$ cat config.mk
export PLATFORM = sky130hd
export DESIGN_NAME = mcc_top
export DESIGN_NICKNAME = d
export VERILOG_FILES = /design/src/logic/mcc_pkg.sv /design/src/logic/mcc_period_counter.sv /design/src/logic/mcc_top.sv
export SDC_FILE = /design/constraint.sdc
export NUM_CORES = 1
export LEC_CHECK = 0
export BUFFER_PORTS_ARGS = -buffer_cell sky130_fd_sc_hd__buf_2
export CAP_MARGIN = 5
export CORE_ASPECT_RATIO = 1.25
export CORE_UTILIZATION = 50
export DETAILED_ROUTE_END_ITERATION = 6
export GPL_TIMING_DRIVEN = 0
export PLACE_DENSITY = 0.79
export SLEW_MARGIN = 20
export SYNTH_ARGS = -nofsm -noshare
export SYNTH_HDL_FRONTEND = slang
export SYNTH_SLANG_ARGS = --single-unit
$ cat constraint.sdc
create_clock -name hclk -period 3.6 [get_ports hclk]
set_clock_uncertainty 0.15 [all_clocks]
set_input_delay 0.18 -clock hclk [delete_from_list [all_inputs] [get_ports hclk]]
set_output_delay 0.18 -clock hclk [all_outputs]
set_load 0.05 [all_outputs]
$ cat src/logic/mcc_pkg.sv
// package: register map, field layout, reset values and counts of the
// main clock controller with time base and beeper.
// assumes hclk is the oscillator clock at 125 MHz.
package mcc_pkg;

  ////////////////////////////////////////////////////////////////////////
  // register indices (byte address is four times the index)
  localparam logic [7:0] MCC_CSR_INDEX = 8'h2C;
  localparam logic [7:0] MCC_BEEP_INDEX = 8'h2D;
  localparam logic [9:0] MCC_CSR_ADDR = {MCC_CSR_INDEX, 2'b00};
  localparam logic [9:0] MCC_BEEP_ADDR = {MCC_BEEP_INDEX, 2'b00};

  // control/status field positions
  localparam int MCC_BIT_CLKOUT = 7;
  localparam int MCC_BIT_DIV_HI = 6;
  localparam int MCC_BIT_DIV_LO = 5;
  localparam int MCC_BIT_SLOW = 4;
  localparam int MCC_BIT_TB_HI = 3;
  localparam int MCC_BIT_TB_LO = 2;
  localparam int MCC_BIT_IE = 1;
  localparam int MCC_BIT_FLAG = 0;

  // reset values
  localparam logic [7:0] MCC_CSR_RESET = 8'h00;
  localparam logic [1:0] MCC_BEEP_RESET = 2'h0;

  // time base periods in oscillator cycles
  localparam int MCC_TB_WIDTH = 18;
  localparam int MCC_TB_CYC0 = 16000;
  localparam int MCC_TB_CYC1 = 32000;
  localparam int MCC_TB_CYC2 = 80000;
  localparam int MCC_TB_CYC3 = 200000;

  // beep tones: half period in hclk cycles, rounded down
  localparam int MCC_CLK_HZ = 125000000;
  localparam int MCC_BEEP_HZ1 = 2000;
  localparam int MCC_BEEP_HZ2 = 1000;
  localparam int MCC_BEEP_HZ3 = 500;
  localparam int MCC_BEEP_HALF1 = MCC_CLK_HZ / (2 * MCC_BEEP_HZ1);
  localparam int MCC_BEEP_HALF2 = MCC_CLK_HZ / (2 * MCC_BEEP_HZ2);
  localparam int MCC_BEEP_HALF3 = MCC_CLK_HZ / (2 * MCC_BEEP_HZ3);

  // core clock divider periods
  localparam logic [4:0] MCC_DIV_NORMAL = 5'h01;

  // power states
  typedef enum logic [2:0] {
    MCC_RUN = 3'b001,
    MCC_SLEEP = 3'b010,
    MCC_HALT = 3'b100
  } mcc_state_t;

endpackage

$ cat src/logic/mcc_period_counter.sv
// period counter: ticks once every 'period' enabled cycles.
// a new period is adopted only when the running one ends.
`timescale 1ns/1ps

module mcc_period_counter #(
  parameter int W = 18,
  parameter logic [W-1:0] INIT_PERIOD = 1
) (
  input wire logic clk,
  input wire logic rst_n,
  input wire logic ce,
  input wire logic run,
  input wire logic [W-1:0] period,
  output logic tick,
  output logic [W-1:0] count
);

  logic [W-1:0] cur;

  // end of the running period
  assign tick = run && (count == cur - 1'b1);

  ////////////////////////////////////////////////////////////////////////
  // count and swap period only at the boundary, avoids a time shift
  always_ff @(posedge clk or negedge rst_n) begin
    if (!rst_n) begin
      count <= '0;
      cur <= INIT_PERIOD;
    end else if (ce && run) begin
      if (tick) begin
        count <= '0;
        cur <= period;
      end else begin
        count <= count + 1'b1;
      end
    end
  end

endmodule // mcc_period_counter

$ cat src/logic/mcc_top.sv
// main clock controller: core clock prescaler, clock-out, time base and
// beeper behind an AHB-Lite slave. hclk is the oscillator clock.
// assumes the core pulses halt_req and wake_irq on hclk.
//
// Overview of operation
// RULE1 - normal mode core clock equals oscillator
// RULE2 - slow divider picks 2, 4, 8, 16
// RULE3 - bit 7 routes oscillator onto clock-out pin
// RULE4 - clock-out suspended during timed sleep
// RULE5 - time base periods 16000 to 200000 cycles
// RULE6 - new time base applies after current period
// RULE7 - period end sets flag; status read clears
// RULE8 - interrupt while flag and enable set
// RULE9 - enable set makes halt enter timed sleep
// RULE10 - wait mode unaffected; interrupt ends wait
// RULE11 - timed sleep keeps counter, freezes registers
// RULE12 - full halt freezes all; only wake input (clock_out_run still follows bit 7, and a status read still clears the flag)
// RULE13 - beeper tone on port pin, three tones
// RULE14 - tone field: off, 2k, 1k, 500 Hz
// RULE15 - software keeps beep upper bits zero
// RULE16 - status register resets to zero
// RULE17 - prescaler, clock-out, time base independent
// RULE18 - software avoids bit set/clear on status
// RULE19 - event wins over simultaneous read clear
// RULE20 - divider changes only on divider boundary
//
// Chosen here: the register addresses and the AHB-Lite slave port.
`timescale 1ns/1ps

module mcc_top
  import mcc_pkg::*;
#(
  parameter int TB_PERIOD0 = MCC_TB_CYC0,
  parameter int TB_PERIOD1 = MCC_TB_CYC1,
  parameter int TB_PERIOD2 = MCC_TB_CYC2,
  parameter int TB_PERIOD3 = MCC_TB_CYC3,
  parameter int BEEP_HALF1 = MCC_BEEP_HALF1,
  parameter int BEEP_HALF2 = MCC_BEEP_HALF2,
  parameter int BEEP_HALF3 = MCC_BEEP_HALF3
) (
  input wire logic hclk,
  input wire logic hresetn,
  input wire logic ce,
  input wire logic hsel,
  input wire logic [31:0] haddr,
  input wire logic [1:0] htrans,
  input wire logic hwrite,
  input wire logic [2:0] hsize,
  input wire logic [31:0] hwdata,
  input wire logic hready,
  output logic [31:0] hrdata,
  output logic hreadyout,
  output logic hresp,
  input wire logic halt_req,
  input wire logic wake_irq,
  output logic core_clk_en,
  output logic clock_out_sel,
  output logic clock_out_run,
  output logic tone_sel,
  output logic tone_port_pin,
  output logic time_base_irq,
  output logic timed_sleep,
  output logic full_halt
);

  localparam int TW = MCC_TB_WIDTH;

  mcc_state_t state;
  mcc_state_t next_state;
  logic [7:0] csr;
  logic [7:1] csr_ctl;
  logic csr_flag;
  logic [1:0] beep_tone_select;
  logic wr_pend;
  logic [9:0] wr_addr;
  logic addr_take;
  logic csr_read;
  logic reg_wr_ok;
  logic tb_tick;
  logic [TW-1:0] tb_period;
  logic [TW-1:0] tb_count;
  logic [TW-1:0] beep_period;
  logic beep_tick;
  logic [4:0] div_period;
  logic div_tick;
  logic [4:0] div_count;
  logic slow_select;
  logic [1:0] slow_divider_select;
  logic [1:0] time_base_select;
  logic time_base_irq_enable;
  logic time_base_overflow_flag;

  // software half and hardware flag kept in separate flops, one driver each
  assign csr = {csr_ctl, csr_flag};
  assign slow_select = csr[MCC_BIT_SLOW];
  assign slow_divider_select = csr[MCC_BIT_DIV_HI:MCC_BIT_DIV_LO];
  assign time_base_select = csr[MCC_BIT_TB_HI:MCC_BIT_TB_LO];
  assign time_base_irq_enable = csr[MCC_BIT_IE];
  assign time_base_overflow_flag = csr[MCC_BIT_FLAG];

  ////////////////////////////////////////////////////////////////////////
  // ahb-lite slave: zero wait states, always okay
  assign hreadyout = 1'b1;
  assign hresp = 1'b0;
  assign addr_take = hsel && htrans[1] && hready && ce;
  assign csr_read = addr_take && !hwrite && (haddr[9:0] == MCC_CSR_ADDR);
  // registers hold still while the core sleeps
  assign reg_wr_ok = wr_pend && ce && (state == MCC_RUN); // see RULE11 see RULE12

  // latch the address phase of a write
  always_ff @(posedge hclk or negedge hresetn) begin
    if (!hresetn) begin
      wr_pend <= 1'b0;
      wr_addr <= '0;
    end else if (ce) begin
      wr_pend <= addr_take && hwrite;
      wr_addr <= haddr[9:0];
    end
  end

  // read data captured at the address phase; unmapped reads give zero
  always_ff @(posedge hclk or negedge hresetn) begin
    if (!hresetn) begin
      hrdata <= '0;
    end else if (addr_take && !hwrite) begin
      if (haddr[9:0] == MCC_CSR_ADDR) begin
        hrdata <= {24'h000000, csr};
      end else if (haddr[9:0] == MCC_BEEP_ADDR) begin
        hrdata <= {30'h0000000, beep_tone_select}; // upper bits read zero, see RULE15
      end else begin
        hrdata <= '0;
      end
    end
  end

  ////////////////////////////////////////////////////////////////////////
  // control bits 7:1 written by software, flag is hardware owned
  always_ff @(posedge hclk or negedge hresetn) begin
    if (!hresetn) begin
      csr_ctl <= MCC_CSR_RESET[7:1]; // see RULE16
    end else if (reg_wr_ok && wr_addr == MCC_CSR_ADDR) begin
      csr_ctl <= hwdata[7:1];
    end
  end

  // overflow flag: the period end beats a clearing read
  always_ff @(posedge hclk or negedge hresetn) begin
    if (!hresetn) begin
      csr_flag <= MCC_CSR_RESET[MCC_BIT_FLAG]; // see RULE16
    end else if (ce) begin
      if (tb_tick) begin
        csr_flag <= 1'b1; // see RULE7 see RULE19
      end else if (csr_read) begin
        csr_flag <= 1'b0; // see RULE7
      end
    end
  end

  // beep control: only the tone field is stored
  always_ff @(posedge hclk or negedge hresetn) begin
    if (!hresetn) begin
      beep_tone_select <= MCC_BEEP_RESET; // see RULE15
    end else if (reg_wr_ok && wr_addr == MCC_BEEP_ADDR) begin
      beep_tone_select <= hwdata[1:0]; // see RULE13
    end
  end

  ////////////////////////////////////////////////////////////////////////
  // power state: halt goes to timed sleep if the interrupt is enabled
  always_comb begin
    next_state = state;
    case (state)
      MCC_RUN: begin
        if (halt_req) begin
          next_state = time_base_irq_enable ? MCC_SLEEP : MCC_HALT; // see RULE9
        end
      end
      MCC_SLEEP: begin
        if (time_base_irq || wake_irq) begin
          next_state = MCC_RUN; // see RULE11
        end
      end
      MCC_HALT: begin
        if (wake_irq) begin
          next_state = MCC_RUN; // see RULE12
        end
      end
      default: begin
        next_state = MCC_RUN;
      end
    endcase
  end

  always_ff @(posedge hclk or negedge hresetn) begin
    if (!hresetn) begin
      state <= MCC_RUN;
    end else if (ce) begin
      state <= next_state;
    end
  end

  assign timed_sleep = (state == MCC_SLEEP);
  assign full_halt = (state == MCC_HALT);
  // wait mode is the core's own affair; this request also ends it
  assign time_base_irq = time_base_overflow_flag && time_base_irq_enable; // see RULE8 see RULE10

  ////////////////////////////////////////////////////////////////////////
  // core clock prescaler; period 1 means every oscillator cycle
  always_comb begin
    if (!slow_select) begin
      div_period = MCC_DIV_NORMAL; // see RULE1
    end else begin
      div_period = 5'(5'h02 << slow_divider_select); // see RULE2
    end
  end

  // the divider adopts a new ratio only when its period ends
  mcc_period_counter #(.W(5), .INIT_PERIOD(MCC_DIV_NORMAL)) u_core_div (
    .clk(hclk), .rst_n(hresetn), .ce(ce), .run(state == MCC_RUN),
    .period(div_period), .tick(div_tick), .count(div_count)
  ); // see RULE20

  // core clock enable stops while the core sleeps
  always_ff @(posedge hclk or negedge hresetn) begin
    if (!hresetn) begin
      core_clk_en <= 1'b0;
    end else if (ce) begin
      core_clk_en <= div_tick && (next_state == MCC_RUN); // see RULE1 see RULE17
    end
  end

  ////////////////////////////////////////////////////////////////////////
  // clock-out pin: select and gate; the pad muxes the oscillator
  always_ff @(posedge hclk or negedge hresetn) begin
    if (!hresetn) begin
      clock_out_sel <= 1'b0;
      clock_out_run <= 1'b0;
    end else if (ce) begin
      clock_out_sel <= (reg_wr_ok && wr_addr == MCC_CSR_ADDR) ?
        hwdata[MCC_BIT_CLKOUT] : csr[MCC_BIT_CLKOUT]; // see RULE3
      clock_out_run <= csr[MCC_BIT_CLKOUT] && (next_state != MCC_SLEEP); // see RULE4
    end
  end

  ////////////////////////////////////////////////////////////////////////
  // time base: runs in run and timed sleep, frozen in full halt
  always_comb begin
    case (time_base_select)
      2'h0: tb_period = TW'(TB_PERIOD0); // see RULE5
      2'h1: tb_period = TW'(TB_PERIOD1);
      2'h2: tb_period = TW'(TB_PERIOD2);
      default: tb_period = TW'(TB_PERIOD3);
    endcase
  end

  mcc_period_counter #(.W(TW), .INIT_PERIOD(TW'(TB_PERIOD0))) u_time_base (
    .clk(hclk), .rst_n(hresetn), .ce(ce), .run(state != MCC_HALT),
    .period(tb_period), .tick(tb_tick), .count(tb_count)
  ); // see RULE6 see RULE12

  ////////////////////////////////////////////////////////////////////////
  // beeper: half-period toggle gives about half duty
  always_comb begin
    case (beep_tone_select)
      2'h1: beep_period = TW'(BEEP_HALF1); // see RULE14
      2'h2: beep_period = TW'(BEEP_HALF2);
      default: beep_period = TW'(BEEP_HALF3);
    endcase
  end

  mcc_period_counter #(.W(TW), .INIT_PERIOD(TW'(BEEP_HALF3))) u_beep (
    .clk(hclk), .rst_n(hresetn), .ce(ce),
    .run((beep_tone_select != 2'h0) && (state != MCC_HALT)),
    .period(beep_period), .tick(beep_tick), .count()
  );

  // tone output low while off; stays available in timed sleep
  always_ff @(posedge hclk or negedge hresetn) begin
    if (!hresetn) begin
      tone_sel <= 1'b0;
      tone_port_pin <= 1'b0;
    end else if (ce) begin
      tone_sel <= (beep_tone_select != 2'h0); // see RULE13
      if (beep_tone_select == 2'h0) begin
        tone_port_pin <= 1'b0;
      end else if (beep_tick) begin
        tone_port_pin <= !tone_port_pin; // see RULE14
      end
    end
  end
endmodule // mcc_top

* Word-level counts from Yosys, hierarchy flattened
Index checks and enable logic that the tools add are counted.
Storage, ports and cells: output and inout port bits 42, register bits 143, word-level logic and storage cells 93, input port bits 77
Operators by class: add/sub/neg operators 6, shift-type cells 1, reductions and logical operators 33, multiplexer cells 18, eq/ne operators 17
Operators with widths (number):
- $pmux W18 S3 | 1
- $eq A10 B8 Y1 const B | 4
- $add A18 B1 Y18 const B | 2
- $eq A18 B18 Y1 | 2
- $mux W18 | 2
- $sub A18 B1 Y18 const B | 2
- $pmux W17 S2 | 1
- $mux W32 | 1
- $logic_and A1 B1 Y1 | 20
- $mux W3 | 4
- $mux W5 | 2
- $reduce_and A2 Y1 | 5
- $pmux W3 S3 | 1
- $eq A3 B1 Y1 const B | 2
- $reduce_bool A2 Y1 | 3
- $add A5 B1 Y5 const B | 1
- $eq A5 B5 Y1 | 1
- $mux W1 | 5
- $shl A2 B2 Y5 const A | 1
- $sub A5 B1 Y5 const B | 1
- $eq A2 B1 Y1 const B | 2
- $eq A2 B2 Y1 const B | 2
- $logic_not A2 Y1 | 2
- $eq A3 B2 Y1 const B | 1
- 6 further kinds | 7

* Logic depth before layout (Yosys ltp)
depth in word-level cells 7, gate-level depth with buffers 11, mapped depth without buffers 8

* By module
From an unflattened synthesis, not the netlist that was laid out.
Unflattened totals: cells, all modules 665, area, all modules 7091.8 um^2
By module, submodules not included:
- mcc_period_counter (u_beep) | seq. area each 909.6 um^2, instances 1, cells an instance 212, area each 2247.2 um^2
- mcc_period_counter (u_time_base) | seq. area each 908.4 um^2, instances 1, cells an instance 212, area each 2245.9 um^2
- mcc_top | seq. area each 927.1 um^2, instances 1, cells an instance 184, area each 2003.2 um^2
- mcc_period_counter (u_core_div) | seq. area each 251.5 um^2, instances 1, cells an instance 57, area each 595.6 um^2

* Worst setup path after synthesis
No wires, ideal clock.
path kind flip-flop to flip-flop, start register u_beep.cur[9], end register u_beep.cur[12], clock period less this slack 2.915 ns, buffers on the path 2, arrival time 2.638 ns, cell stages (with the launch flop) 11, setup slack 0.685 ns, required time 3.323 ns, setup time 0.127 ns, path through dfrtp_1 buf_4 inv_1 ha_1 or4b_4 nor3_2 o21ai_1 a211o_1 nor4_4 buf_6 mux2_1
On the way: word-level cells in the longest chain between the ends 4
RTL lines:
- start: declaration | RTL line mcc_period_counter.sv:18 | logic [W-1:0] cur;
- start signal: assignment | RTL line mcc_period_counter.sv:32 | cur <= period;
- $sub A18 B1 Y18 | RTL line mcc_period_counter.sv:21 | assign tick = run && (count == cur - 1'b1);
- $eq A18 B18 Y1 | RTL line mcc_period_counter.sv:21
- $logic_and A1 B1 Y1 | RTL line mcc_period_counter.sv:21
- $reduce_and A2 Y1 (no line)
No other way between the ends. A chain may end at the register's enable or synchronous reset.

* Final worst setup path
start register u_beep.cur[10], end register u_beep.cur[12]
Same word-level chain as after synthesis.

==> impl_results.md <==
* Number of distinct standard cells referenced by the synthesized netlist at 63
* CTS tree: done
* Layout area overhead at 19.9%
* Number of DRC violations after detailed-routing iteration 0 at 324
* Flop and latch count out of synthesis at 97
* Worst min-delay path category: in -> reg
* Antenna violation net count after detailed routing at 0
* Final TNS setup at 0 ns
* Final weighted congestion of routability-driven global placement at 0.881
* Power per cell area at 427 nW/µm²
* Via-to-Cell Ratio at 5.34
* Area share of the largest cell type after synthesis at 0.416
* Number of buffers created by CTS at 9
* Routed WL per cell at 15.0 µm
* Number of vias after detailed routing at 3989
* Min Clock Period, post-route at 3.20 ns
* Required time of the worst setup path at 3.67 ns
* Vias in the first global route at 3978
* Commonest non-fill, non-tap cell in the layout: dfrtp_1
* Path depth of the worst reg2reg path at 9
* Die ar. at 11000 µm²
* Endpoint of the lowest-slack register-to-register path: u_beep.cur[12]
* Top-Level Pins at 119
* N_diodes at 0
* Residual overflow from global routing at 0
* Number of nets at the end of the flow at 702
* Critical setup path kind: reg -> reg
* Global-route total usage across every layer at 0.222
* Final hold violation count at 0
* Power, Total at 0.00271 W
* Max FO, Critical Path at 10
* Final Cycle Share at 0.889
* Worst flop-to-flop path startpoint: u_beep.cur[10]
* Clock transition time at the flip-flop clock pins of the worst setup and hold paths at 0.07 ns
* Initial antenna violation count at 0
* Seq/Total Area, Yosys at 0.461
* Top FF cell, synth: dfrtp_1
* Buffers on Ports at 41
* Number of enable-type register cells in the synthesized netlist at 0
* Worst-Skew Late Latency at 0.34 ns
* RSZ-0062 raised after global routing: no
* Wire length after detailed routing at 11200 µm
* Number of warning messages in the yosys log at 0
* Pre-antenna DRT Iters at 4
* Initial standard-cell utilization of the core at 0.518
* Combined area of the multi-input logic cells at 2580 µm²
* Critical path endpoint category: register
* Most frequent cells in the layout: dfrtp_1 (88), nor2_1 (51), buf_2 (43), nand2_1 (34), xnor2_1 (33)
* Post-layout instance count excluding filler cells at 747
* Mapped cell area at 5290 µm²
* Register Area at 2440 µm²
* Clock Sinks at 97
* Num rows at 41
* DRC violation count after routing at 0
* Arrival time of data at the critical path endpoint at 3.27 ns
* Die boundary width at 94.0 µm
* Number of placed instances, taps included at 710
* Top cell type by total area after synthesis: dfrtp_1
* CTS Root Cell: clkbuf_16
* Top post-synthesis cells by area: dfrtp_1 (42%), mux2_2 (6.0%), xnor2_1 (5.5%), dfstp_2 (4.5%), xor2_1 (4.1%)
* Static power due to leakage at 3.03 nW
* Mean instance size in the synthesized netlist at 10.3 µm²
* Cells on Worst Hold Path at 3
* Setup slack of the worst register-to-register path at 0.40 ns
* Final count of negative-setup-slack endpoints at 0
* Wire length of the first global-routing pass at 18700 µm
* Async S/R FF share, synth at 1.00
* Worst ir drop on vdd at 0.000317 V
* Element type at the critical path start: register
* Relative slew slack at 0.342
* Post-DP HPWL at 7830 µm
* Syn Inst Count at 515
* Count of pins over their slew limit at 0
* Number of gates resized after cts at 0
* Share of cells above drive strength 1 at 0.223
* WHS Endpoint: state[1]
* Slew of the pin with the lowest slew margin at 0.980 ns
* Largest net degree at the start of global routing at 61
* Overall die height at 117 µm
* Final Hold Slack at 0.0364 ns
* CTS H-tree lvls at 3
* Status: finished, final reports clean
* Worst Hold Launch: halt_req
* CTS max path bufs at 2
* Max cap viols at 0
* F_max at 313 MHz
* CORE AREA at 10200 µm²
* Number of inserted filler cells in the final layout at 797
==> worst max-delay path, cell delays in order (launching register included) <==
cell     delay [ns]
dfrtp_1        0.49
inv_1          0.17
ha_1           0.28
or4b_4         0.52
nor3_2         0.22
o21ai_1        0.09
a211o_1        0.31
nor4_4         0.32
buf_6          0.21
mux2_1         0.33
==> final cells by class <==
| class | count | share of cell area |
|---|---|---|
| buffer | 41 | 0.0426 |
| clock buffer | 9 | 0.0355 |
| clock inverter | 7 | 0.0197 |
| inverter | 24 | 0.0142 |
| multi-input combinational | 377 | 0.407 |
| sequential | 97 | 0.385 |
| tap | 129 | 0.0255 |
| timing repair buffer | 63 | 0.0709 |
==> power breakdown <==
part | switching [W] | leakage, nW | internal (W)
combinational | 0.000196 | 1.59 | 0.000142
sequential | 0.0000940 | 1.26 | 0.00117
clock | 0.000422 | 0.171 | 0.000686
==> cell families (layout without fill, tap and decap cells) <==
logic type | after synthesis | after routing | share of synthesized area
AOI/OAI and AO/OA | 50 | 50 | 0.0632
other | 2 | 26 | 0.00142
DFF | 97 | 97 | 0.461
adders and majority gates | 12 | 12 | 0.0284
xor gates and xnor gates | 58 | 58 | 0.0961
and+or+nand+nor | 186 | 186 | 0.188
buffers and inverters | 65 | 144 | 0.0681
muxes | 45 | 45 | 0.0932
==> stage by stage <==
stage	cell area, µm²	worst slack, ns	utilization
2_1_floorplan	5380	0.685	-
3_3_place_gp	5740	0.497	0.563
3_5_place_dp	5780	0.418	0.566
4_1_cts	6340	0.392	0.621
5_1_grt	6340	0.194	0.621
6_report	6340	0.400	0.621
==> repair_timing <==
item / 4_1_cts / 5_1_grt
buffers inserted: 0 / 0
hold buffers: 21 / 0
endpoints found under the hold margin: 111 / 0
==> cell usage after synthesis, types with 11 or more instances <==
library cell   n
xnor2_1       33
inv_1         23
o21ai_0       11
mux2i_1       11
nor3_1        17
xor2_1        25
nand2_1       34
nand4_1       14
nor2_1        51
ha_1          12
buf_4         28
mux2_2        28
dfrtp_1       88
nand3_1       11
==> worst max-delay path by stage <==
stage	startpoint	endpoint	slack (ns)
6_report	u_beep.cur[10]	u_beep.cur[12]	0.40
5_1_grt	u_beep.cur[10]	u_beep.cur[12]	0.19
4_1_cts	u_beep.cur[10]	u_beep.cur[12]	0.39
3_5_place_dp	u_beep.cur[10]	u_beep.cur[12]	0.42
3_3_place_gp	u_beep.cur[9]	u_beep.cur[12]	0.50
2_1_floorplan	u_beep.cur[9]	u_beep.cur[12]	0.68
==> registers in the layout (all words and copies together) (netlist names), 3 cells and up <==
| register | count |
|---|---|
| u_beep.count | 18 |
| u_time_base.count | 18 |
| wr_addr | 10 |
| hrdata | 8 |
| u_time_base.cur | 8 |
| csr_ctl | 7 |
| u_beep.cur | 6 |
| u_core_div.count | 5 |
| u_core_div.cur | 5 |
| state | 3 |
==> per-layer routing <==
| layer | up-vias | track usage | share of wire |
|---|---|---|---|
| li1 | 1918 | - | - |
| met1 | 1925 | 0.261 | 0.42 |
| met2 | 125 | 0.405 | 0.53 |
| met3 | 21 | 0.0342 | 0.039 |
| met4 | 0 | 0.0882 | 0.018 |
| met5 | - | 0 | 0 |
Note: power is estimated with default switching activity, not from simulation.
